## config.mk

```make
export PLATFORM = sky130hd
export DESIGN_NAME = key_pin_irq
export DESIGN_NICKNAME = d
export VERILOG_FILES = /design/src/logic/key_irq_pkg.sv /design/src/logic/key_sync_if.sv /design/src/logic/key_pin_sync.sv /design/src/logic/key_pin_irq.sv
export VERILOG_INCLUDE_DIRS = /design/src /design/src/logic
export SDC_FILE = /design/constraint.sdc
export NUM_CORES = 1
export LEC_CHECK = 0
export BUFFER_PORTS_ARGS = -buffer_cell sky130_fd_sc_hd__buf_2
export CAP_MARGIN = 20
export CORE_MARGIN = 2
export CORE_UTILIZATION = 49
export CTS_BUF_LIST = sky130_fd_sc_hd__clkbuf_8
export DETAILED_ROUTE_END_ITERATION = 6
export HOLD_SLACK_MARGIN = 0.12
export PLACE_DENSITY = 0.77
export SYNTH_ARGS = -nofsm -noshare
export SYNTH_HDL_FRONTEND = slang
export SYNTH_SLANG_ARGS = --single-unit
```

## constraint.sdc

```tcl
create_clock -name clk_in -period 1.3 [get_ports clk_in]
set_input_delay 0.325 -clock clk_in [delete_from_list [all_inputs] [get_ports clk_in]]
set_output_delay 0.325 -clock clk_in [all_outputs]
set_load 0.05 [all_outputs]
```

## src/logic/key_irq_defines.svh

```systemverilog
// Register offsets, field positions, reset values and sizes for the keyboard interrupt block
`ifndef KEY_IRQ_DEFINES_SVH
`define KEY_IRQ_DEFINES_SVH

// ----------------------------------------------------------------------
// Register offsets
// ----------------------------------------------------------------------
`define KEY_ADDR_W 4
`define KEY_STATUS_CONTROL_OFS 4'h0
`define KEY_PIN_ENABLE_OFS 4'h1
`define PORT_A_PULLUP_OFS 4'h2
`define KEY_PIN_LEVEL_OFS 4'h3

// ----------------------------------------------------------------------
// Fields of the status and control register
// ----------------------------------------------------------------------
`define KSC_MODE_BIT 0
`define KSC_MASK_BIT 1
`define KSC_ACK_BIT 2
`define KSC_REQ_BIT 3

// ----------------------------------------------------------------------
// Reset values and sizes
// ----------------------------------------------------------------------
`define KEY_PINS_DEFAULT 7
`define KEY_ENABLE_RESET 8'h00
`define KEY_PULLUP_RESET 8'h00
`define KEY_DATA_W 8

`endif

```

## src/logic/key_irq_pkg.sv

```systemverilog
// Types shared by the keyboard interrupt block
`default_nettype none
package key_irq_pkg;
  typedef enum logic [1:0] {
    TRIG_IDLE,
    TRIG_LATCHED,
    TRIG_HOLD
  } trig_state_type;
  typedef enum logic {
    MODE_EDGE,
    MODE_EDGE_LEVEL
  } trig_mode_type;
endpackage : key_irq_pkg
`default_nettype wire

```

## src/logic/key_sync_if.sv

```systemverilog
// Synchronised pin levels passed from the pin synchroniser to the detector
`timescale 1ns/100ps
`default_nettype none
interface key_sync_if #(parameter int PINS = 7);
  logic [PINS-1:0] level;
  modport source (output level);
  modport sink (input level);
endinterface : key_sync_if
`default_nettype wire

```

## src/logic/key_pin_sync.sv

```systemverilog
// Two flip-flop synchroniser for the keyboard pins
`timescale 1ns/100ps
`default_nettype none
module key_pin_sync #(
  parameter int PINS = 7
) (
  input wire logic clk_in,
  input wire logic rst_n_in,
  input wire logic [PINS-1:0] pins_in,
  key_sync_if.source sync_out
);
  // Resets high so idle pulled-up pins never look like a press
  logic [PINS-1:0] meta_ff;
  logic [PINS-1:0] stable_ff;

  always_ff @(posedge clk_in) begin
    if (!rst_n_in) begin
      meta_ff <= '1;
      stable_ff <= '1;
    end else begin
      meta_ff <= pins_in;
      stable_ff <= meta_ff;
    end
  end

  assign sync_out.level = stable_ff;
endmodule : key_pin_sync
`default_nettype wire

```

## src/logic/key_pin_irq.sv

```systemverilog
// Keyboard pin interrupt: pin enables, pull-ups, trigger and acknowledge
`include "key_irq_defines.svh"
`timescale 1ns/100ps
`default_nettype none
module key_pin_irq #(
  parameter int PINS = `KEY_PINS_DEFAULT
) (
  input wire logic clk_in,
  input wire logic rst_n_in,
  input wire logic [`KEY_ADDR_W-1:0] addr_in,
  input wire logic [`KEY_DATA_W-1:0] wdata_in,
  input wire logic wr_in,
  input wire logic rd_in,
  output logic [`KEY_DATA_W-1:0] rdata_out,
  input wire logic [PINS-1:0] key_pins_in,
  input wire logic vector_fetch_in,
  output logic [PINS-1:0] pullup_on_out,
  output logic key_irq_out
);

  // ----------------------------------------------------------------------
  // Elaboration checks
  // ----------------------------------------------------------------------
  if (PINS < 1 || PINS > `KEY_DATA_W) begin : g_bad_pins
    $error("PINS must lie between 1 and the data width");
  end

  if (`KSC_REQ_BIT >= `KEY_DATA_W) begin : g_bad_fields
    $error("status fields must fit the data word");
  end

  // ----------------------------------------------------------------------
  // Pin synchroniser
  // ----------------------------------------------------------------------
  key_sync_if #(.PINS(PINS)) sync_bus ();

  key_pin_sync #(.PINS(PINS)) u_sync (
    .clk_in(clk_in),
    .rst_n_in(rst_n_in),
    .pins_in(key_pins_in),
    .sync_out(sync_bus.source)
  );

  // ----------------------------------------------------------------------
  // Register decode
  // ----------------------------------------------------------------------
  function automatic logic hit(input logic [`KEY_ADDR_W-1:0] a,
                               input logic [`KEY_ADDR_W-1:0] ofs);
    hit = (a == ofs);
  endfunction : hit

  wire wr_ctl = wr_in && hit(addr_in, `KEY_STATUS_CONTROL_OFS);
  wire wr_en = wr_in && hit(addr_in, `KEY_PIN_ENABLE_OFS);
  wire wr_pu = wr_in && hit(addr_in, `PORT_A_PULLUP_OFS);

  logic [PINS-1:0] key_pin_enable_ff;
  logic [PINS-1:0] port_pullup_enable_ff;
  key_irq_pkg::trig_mode_type trigger_mode_select_ff;
  logic key_irq_mask_ff;
  key_irq_pkg::trig_state_type state_ff;
  key_irq_pkg::trig_state_type nxt_state;
  logic all_high_ff;
  logic [`KEY_DATA_W-1:0] rdata_ff;

  always_ff @(posedge clk_in) begin
    if (!rst_n_in) begin
      key_pin_enable_ff <= PINS'(`KEY_ENABLE_RESET);
      port_pullup_enable_ff <= PINS'(`KEY_PULLUP_RESET);
      trigger_mode_select_ff <= key_irq_pkg::MODE_EDGE;
      key_irq_mask_ff <= 1'b0;
    end else begin
      if (wr_en) begin
        key_pin_enable_ff <= wdata_in[PINS-1:0];
      end
      if (wr_pu) begin
        port_pullup_enable_ff <= wdata_in[PINS-1:0];
      end
      if (wr_ctl) begin
        trigger_mode_select_ff <=
          key_irq_pkg::trig_mode_type'(wdata_in[`KSC_MODE_BIT]);
        key_irq_mask_ff <= wdata_in[`KSC_MASK_BIT];
      end
    end
  end

  // Enabling a key pin overrides the general pull-up setting
  assign pullup_on_out = port_pullup_enable_ff | key_pin_enable_ff;

  // ----------------------------------------------------------------------
  // Trigger detection
  // ----------------------------------------------------------------------
  wire [PINS-1:0] sync_level = sync_bus.level;
  // Disabled pins read as high so they never hold off or raise a request
  wire [PINS-1:0] eff_level = sync_level | ~key_pin_enable_ff;
  wire any_low = ~&eff_level;
  wire level_mode = (trigger_mode_select_ff == key_irq_pkg::MODE_EDGE_LEVEL);
  // Fall seen only from the all-high condition
  wire fall_event = all_high_ff && any_low;
  wire ack_wr = wr_ctl && wdata_in[`KSC_ACK_BIT];
  wire ack = ack_wr || vector_fetch_in;

  always_ff @(posedge clk_in) begin
    if (!rst_n_in) begin
      all_high_ff <= 1'b1;
    end else begin
      all_high_ff <= ~any_low;
    end
  end

  // ----------------------------------------------------------------------
  // Request state
  // ----------------------------------------------------------------------
  // LATCHED: request pending. HOLD: acknowledged in level mode, pins still low
  always_comb begin
    nxt_state = state_ff;
    case (state_ff)
      key_irq_pkg::TRIG_IDLE: begin
        if (fall_event) begin
          nxt_state = key_irq_pkg::TRIG_LATCHED;
        end
      end
      key_irq_pkg::TRIG_LATCHED: begin
        if (ack) begin
          if (level_mode && any_low) begin
            nxt_state = key_irq_pkg::TRIG_HOLD;
          end else begin
            nxt_state = key_irq_pkg::TRIG_IDLE;
          end
        end
      end
      key_irq_pkg::TRIG_HOLD: begin
        if (!level_mode || !any_low) begin
          nxt_state = key_irq_pkg::TRIG_IDLE;
        end
      end
      default: nxt_state = key_irq_pkg::TRIG_IDLE;
    endcase
    // A new fall in the acknowledge cycle wins over the clear
    if (fall_event) begin
      nxt_state = key_irq_pkg::TRIG_LATCHED;
    end
  end

  always_ff @(posedge clk_in) begin
    if (!rst_n_in) begin
      state_ff <= key_irq_pkg::TRIG_IDLE;
    end else begin
      state_ff <= nxt_state;
    end
  end

  // Request stays up while held in level mode and any enabled pin is low
  wire request = (state_ff != key_irq_pkg::TRIG_IDLE);
  assign key_irq_out = request && !key_irq_mask_ff;

  // ----------------------------------------------------------------------
  // Read port
  // ----------------------------------------------------------------------
  logic [`KEY_DATA_W-1:0] rd_mux;
  always_comb begin
    rd_mux = '0;
    case (addr_in)
      `KEY_STATUS_CONTROL_OFS: begin
        rd_mux[`KSC_MODE_BIT] = level_mode;
        rd_mux[`KSC_MASK_BIT] = key_irq_mask_ff;
        rd_mux[`KSC_REQ_BIT] = request;
      end
      `KEY_PIN_ENABLE_OFS: rd_mux[PINS-1:0] = key_pin_enable_ff;
      `PORT_A_PULLUP_OFS: rd_mux[PINS-1:0] = port_pullup_enable_ff;
      `KEY_PIN_LEVEL_OFS: rd_mux[PINS-1:0] = sync_level;
      default: rd_mux = '0;
    endcase
  end

  always_ff @(posedge clk_in) begin
    if (!rst_n_in) begin
      rdata_ff <= '0;
    end else begin
      rdata_ff <= rd_in ? rd_mux : '0;
    end
  end
  assign rdata_out = rdata_ff;

  // ----------------------------------------------------------------------
  // Assertion helper
  // ----------------------------------------------------------------------
  // Remembers an acknowledge since the last latch, so a request that ends
  // without one is caught however long after the latch it ends
  logic acked_ff;

  always_ff @(posedge clk_in) begin
    if (!rst_n_in) begin
      acked_ff <= 1'b0;
    end else begin
      // A fresh fall starts a new, unacknowledged request
      acked_ff <= fall_event ? 1'b0 : (acked_ff | ack);
    end
  end

  // ----------------------------------------------------------------------
  // Register and output assertions
  // ----------------------------------------------------------------------
  reset_clear_a: assert property (@(posedge clk_in)
    !rst_n_in |=> state_ff == key_irq_pkg::TRIG_IDLE
      && key_pin_enable_ff == PINS'(`KEY_ENABLE_RESET))
    else $error("reset left a request or an enable");

  enable_write_a: assert property (@(posedge clk_in)
    disable iff (!rst_n_in)
    wr_en |=> key_pin_enable_ff == $past(wdata_in[PINS-1:0]))
    else $error("pin enable write not stored");

  pullup_write_a: assert property (@(posedge clk_in)
    disable iff (!rst_n_in)
    wr_pu |=> port_pullup_enable_ff == $past(wdata_in[PINS-1:0]))
    else $error("pull-up write not stored");

  mode_write_a: assert property (@(posedge clk_in)
    disable iff (!rst_n_in)
    wr_ctl |=> level_mode == $past(wdata_in[`KSC_MODE_BIT]))
    else $error("trigger mode write not stored");

  mask_write_a: assert property (@(posedge clk_in)
    disable iff (!rst_n_in)
    wr_ctl |=> key_irq_mask_ff == $past(wdata_in[`KSC_MASK_BIT]))
    else $error("mask write not stored");

  pullup_force_a: assert property (@(posedge clk_in)
    disable iff (!rst_n_in)
    (pullup_on_out & key_pin_enable_ff) == key_pin_enable_ff)
    else $error("enabled key pin lacks pull-up");

  // Only checked once two clean edges have filled both stages
  sync_delay_a: assert property (@(posedge clk_in)
    disable iff (!rst_n_in)
    ($past(rst_n_in) && $past(rst_n_in, 2))
      |-> sync_level == $past(key_pins_in, 2))
    else $error("pin level not two cycles behind the pin");

  read_idle_a: assert property (@(posedge clk_in)
    disable iff (!rst_n_in)
    !$past(rd_in) |-> rdata_out == '0)
    else $error("read data not zero outside a read");

  mask_gate_a: assert property (@(posedge clk_in)
    disable iff (!rst_n_in)
    key_irq_out == (request && !key_irq_mask_ff))
    else $error("interrupt output not gated by mask");

  masked_quiet_a: assert property (@(posedge clk_in)
    disable iff (!rst_n_in)
    key_irq_mask_ff |-> !key_irq_out)
    else $error("masked request reached the processor");

  idle_quiet_a: assert property (@(posedge clk_in)
    disable iff (!rst_n_in)
    state_ff == key_irq_pkg::TRIG_IDLE |-> !key_irq_out)
    else $error("interrupt raised with no request");

  // ----------------------------------------------------------------------
  // Trigger assertions
  // ----------------------------------------------------------------------
  // Antecedents name mode and state where the result depends on them, so each holds under any legal mix
  // of pins, enables and acknowledges
  fall_latch_a: assert property (@(posedge clk_in)
    disable iff (!rst_n_in)
    fall_event |=> request)
    else $error("fall did not latch request");

  edge_block_a: assert property (@(posedge clk_in)
    disable iff (!rst_n_in)
    (!request && !all_high_ff && !level_mode) |=> !request)
    else $error("request latched while a pin was already low");

  level_hold_a: assert property (@(posedge clk_in)
    disable iff (!rst_n_in)
    (request && level_mode && any_low && $stable(key_pin_enable_ff)
     && !wr_ctl) |=> request)
    else $error("level mode dropped request with pin low");

  ack_clear_a: assert property (@(posedge clk_in)
    disable iff (!rst_n_in)
    (state_ff == key_irq_pkg::TRIG_LATCHED && ack && !fall_event
     && (!level_mode || !any_low)) |=> !request)
    else $error("acknowledge did not clear request");

  ack_write_a: assert property (@(posedge clk_in)
    disable iff (!rst_n_in)
    (ack_wr && !fall_event && state_ff == key_irq_pkg::TRIG_LATCHED
     && !any_low) |=> state_ff == key_irq_pkg::TRIG_IDLE)
    else $error("acknowledge write ignored");

  edge_ack_a: assert property (@(posedge clk_in)
    disable iff (!rst_n_in)
    (!level_mode && state_ff == key_irq_pkg::TRIG_LATCHED && ack
     && !fall_event) |=> state_ff == key_irq_pkg::TRIG_IDLE)
    else $error("edge mode acknowledge kept the request");

  ack_level_a: assert property (@(posedge clk_in)
    disable iff (!rst_n_in)
    (level_mode && state_ff == key_irq_pkg::TRIG_LATCHED && ack
     && any_low) |=> request)
    else $error("level mode cleared with a pin still low");

  hold_release_a: assert property (@(posedge clk_in)
    disable iff (!rst_n_in)
    (state_ff == key_irq_pkg::TRIG_HOLD && !any_low) |=> !request)
    else $error("held request outlived the low pins");

  fresh_fall_a: assert property (@(posedge clk_in)
    disable iff (!rst_n_in)
    (ack && fall_event) |=> state_ff == key_irq_pkg::TRIG_LATCHED)
    else $error("fall during acknowledge was lost");

  vector_fetch_a: assert property (@(posedge clk_in)
    disable iff (!rst_n_in)
    (vector_fetch_in && state_ff == key_irq_pkg::TRIG_LATCHED
     && !fall_event && !any_low) |=> !request)
    else $error("vector fetch did not clear request");

  unacked_keep_a: assert property (@(posedge clk_in)
    disable iff (!rst_n_in)
    (request && !acked_ff && !ack) |=> request)
    else $error("request ended without an acknowledge");

endmodule : key_pin_irq
`default_nettype wire

```

==> metrics.md <==
| Metric | Value |
|---|---|
| Synth cell types | 25 |
| IO buf count | 37 |
| N_diodes | 0 |
| Worst Path Required | 980 ps |
| CTS Buf Count | 5 |
| Post-Synth XOR/XNOR Area | 0% |
| Type of destination of the critical path | output port |
| Worst Hold Depth | 2 |
| DRT iter0 DRCs | 84 |
| Mux cell area share after synthesis | 11.7% |
| Setup Total Neg Slack | -270 ps |
| Post-Syn Area | 1590 um2 |
| Total power | 2.27 mW |
| Crit Path Max Fanout | 2 |
| Largest cells by area after synthesis | dfxtp_1 50%, mux2i_1 8.8%, nand2b_1 5.9% |
| Worst Reg2Reg Path Length in Cells | 6 |
| Clock skew | 5.68 ps |
| CTS tree | done |
| Seq/Total Area, Yosys | 50.5% |
| Final #Nets | 245 |
| CTS Buffer Depth | 2 |
| Initial Utilization | 51.5% |
| Routability congestion estimate | 0.775 |
| Worst-Skew Late Latency | 290 ps |
| Final Max Slew Viols | 0 |
| Largest net degree at the start of global routing | 28 |
| Mapped Cells | 160 |
| Gr ovfl total | 0 |
| Die Y | 60.9 um |
| Syn Nets | 184 |
| Max capacitance violation total | 0 |
| Most common cell after layout, fill and taps aside | buf_2 |
| Final worst slack | -53.6 ps |
| DPL Wire Length | 2.47 mm |
| Layout fillers | 238 |
| CP max-delay cell | dfxtp_2 |
| Root Buffer | clkbuf_8 |
| Failing checks | setup timing |
| Synth Area in Simple Gates | 25.2% |
| Cell Count, Final, Fillers Out | 265 |
| Hold crit path type | input port to flop |
| Synthesis-stage register bit count | 40 |
| Fmax achieved | 739 MHz |
| Antenna violations before repair | 0 |
| Gr usage total | 22.4% |
| Finished Cell Area | 2180 um2 |
| Core area | 3080 um2 |
| Top-area cell type share of the netlist area | 50.5% |
| Vias per cell | 5.11 |
| DR WL/cell | 14.0 um |
| Status | finished with violations |
| Warnings from Yosys | 0 |
| Largest family of logic cells by synthesized area | simple AND/OR/NAND/NOR gates |
| Final Hold Violating Endpoints | 0 |
| Synth Area in Compound Gates | 8.60% |
| Area grow syn2layout | 37.5% |
| Crit share post-route | 104% |
| Setup violations, final | 7 |
| Final Routed Wirelength | 3.72 mm |
| Layout cell share with drive strength beyond 1 | 44.8% |
| Drt pass-1 iters | 4 |
| First-pass GRT wire length | 5.74 mm |
| Worst vdd rail ir drop | 685 uV |
| Crit path DAT | 1030 ps |
| Adder-cell share of the synthesized area | 0% |
| CP peak stage delay | 330 ps |
| # DRC | 0 |
| Synth Area per Inst | 9.92 um2 |
| Placed insts | 246 |
| WHS | 213 ps |
| Setup CP Type | flop to output port |
| Fin crit period | 1350 ps |
| Vias in the first global route | 1,289 |
| Most frequent cells in the layout | 29 x buf_2, 24 x dfxtp_1, 23 x buf_4 |
| H-tree levels | 2 |
| Die area | 3710 um2 |
| Yosys top cell by area | dfxtp_1 |
| Die width | 60.9 um |
| Placed Area | 1880 um2 |
| Crit path cell chain | or2_4 > buf_8 |
| Sink Count | 40 |
| Routed Antenna Nets | 0 |
| RSZ-0062 raised after global routing | yes |
| Worst-path clk slew | 70 ps |
| Row cnt | 20 |
| CP startpoint kind | flop |
| I/O pin count | 40 |
| Power density cells | 1040 nW/um2 |
| Leakage | 0.984 nW |
| DR vias | 1,353 |
[cells by family (layout without fill, tap and decap cells)]
logic type,count (synthesis),in the layout
compound gates,20,20
buf+inv,14,75
flops,40,40
mux,16,16
other cells,1,1
simple gates,69,69
[path summary, 6_finish.rpt]
kind,start,endpoint,slack (ps)
max,key_pin_enable_ff[4]$_SDFFE_PN0P_,pullup_on_out[4],-50
min,key_pins_in[2],u_sync.meta_ff[2]$_SDFF_PN1_,210
max reg2reg,key_pin_enable_ff[2]$_SDFFE_PN0P_,state_ff[0]$_SDFFE_PN0P_,80
min reg2reg,u_sync.meta_ff[2]$_SDFF_PN1_,u_sync.sync_out.level[2]$_SDFF_PN1_,410
[per-stage QoR]
stage,setup slack (ps),utilization (%)
after floorplan,-20.4,-
after global placement,-79.1,61.2
after detailed placement,-110,61.2
after CTS,-42.3,69.8
after global routing,-74.4,70.9
final,-53.6,70.9
[per-layer routing]
layer	wire length [um]	GRT usage [%]
met5	0	0
met4	114	13.4
met3	241	8.53
met2	1840	37.2
met1	1520	24.2
[synth_stat cells, drive strengths merged]
cell    number
a211oi       2
a21boi       7
a21oi        5
a31o         1
and2         1
and2b        1
buf          2
clkbuf       4
conb         1
dfxtp       40
inv          8
mux2i       14
mux4         2
nand2        9
nand2b      15
nand3        9
nor2        12
nor2b       13
nor4b        2
o221ai       1
o22ai        3
o31ai        1
or2          7
[registers in the layout, indices dropped and copies added, names as in the netlist]
name                   count
u_sync.sync_out.level      7
key_irq_mask_ff            1
level_mode                 1
state_ff                   2
all_high_ff                1
key_pin_enable_ff          7
port_pullup_enable_ff      7
rdata_out                  7
u_sync.meta_ff             7
[critical path, delay by kind of cell, from the launching register on]
family | cells | cell delay, ps
flip-flops | 1 | 330
AND/OR/NAND/NOR | 1 | 260
buffers and inverters | 1 | 150
[area by class of cell]
class / instances / area, um2 / area share, %
multi-input cells: 106 / 762 / 34.9
repair buffers: 60 / 434 / 19.9
flip-flops and latches: 40 / 823 / 37.7
inverters: 8 / 30.0 / 1.38
clock buffers: 5 / 68.8 / 3.15
well taps: 44 / 55.1 / 2.52
clock inverters: 2 / 8.76 / 0.401
[report_power, final]
group          internal [mW]  switching, mW
Combinational          0.121          0.129
Sequential              1.25         0.0133
Clock                  0.356          0.397
[repair_timing]
item                       CTS  global route
cloned                       0             0
buffers inserted            10             2
pin swaps                    4             2
hold buffers                 0             0
resized for setup           44             6
setup endpoints to repair    8            10
Note: power is estimated with default switching activity, not from simulation.
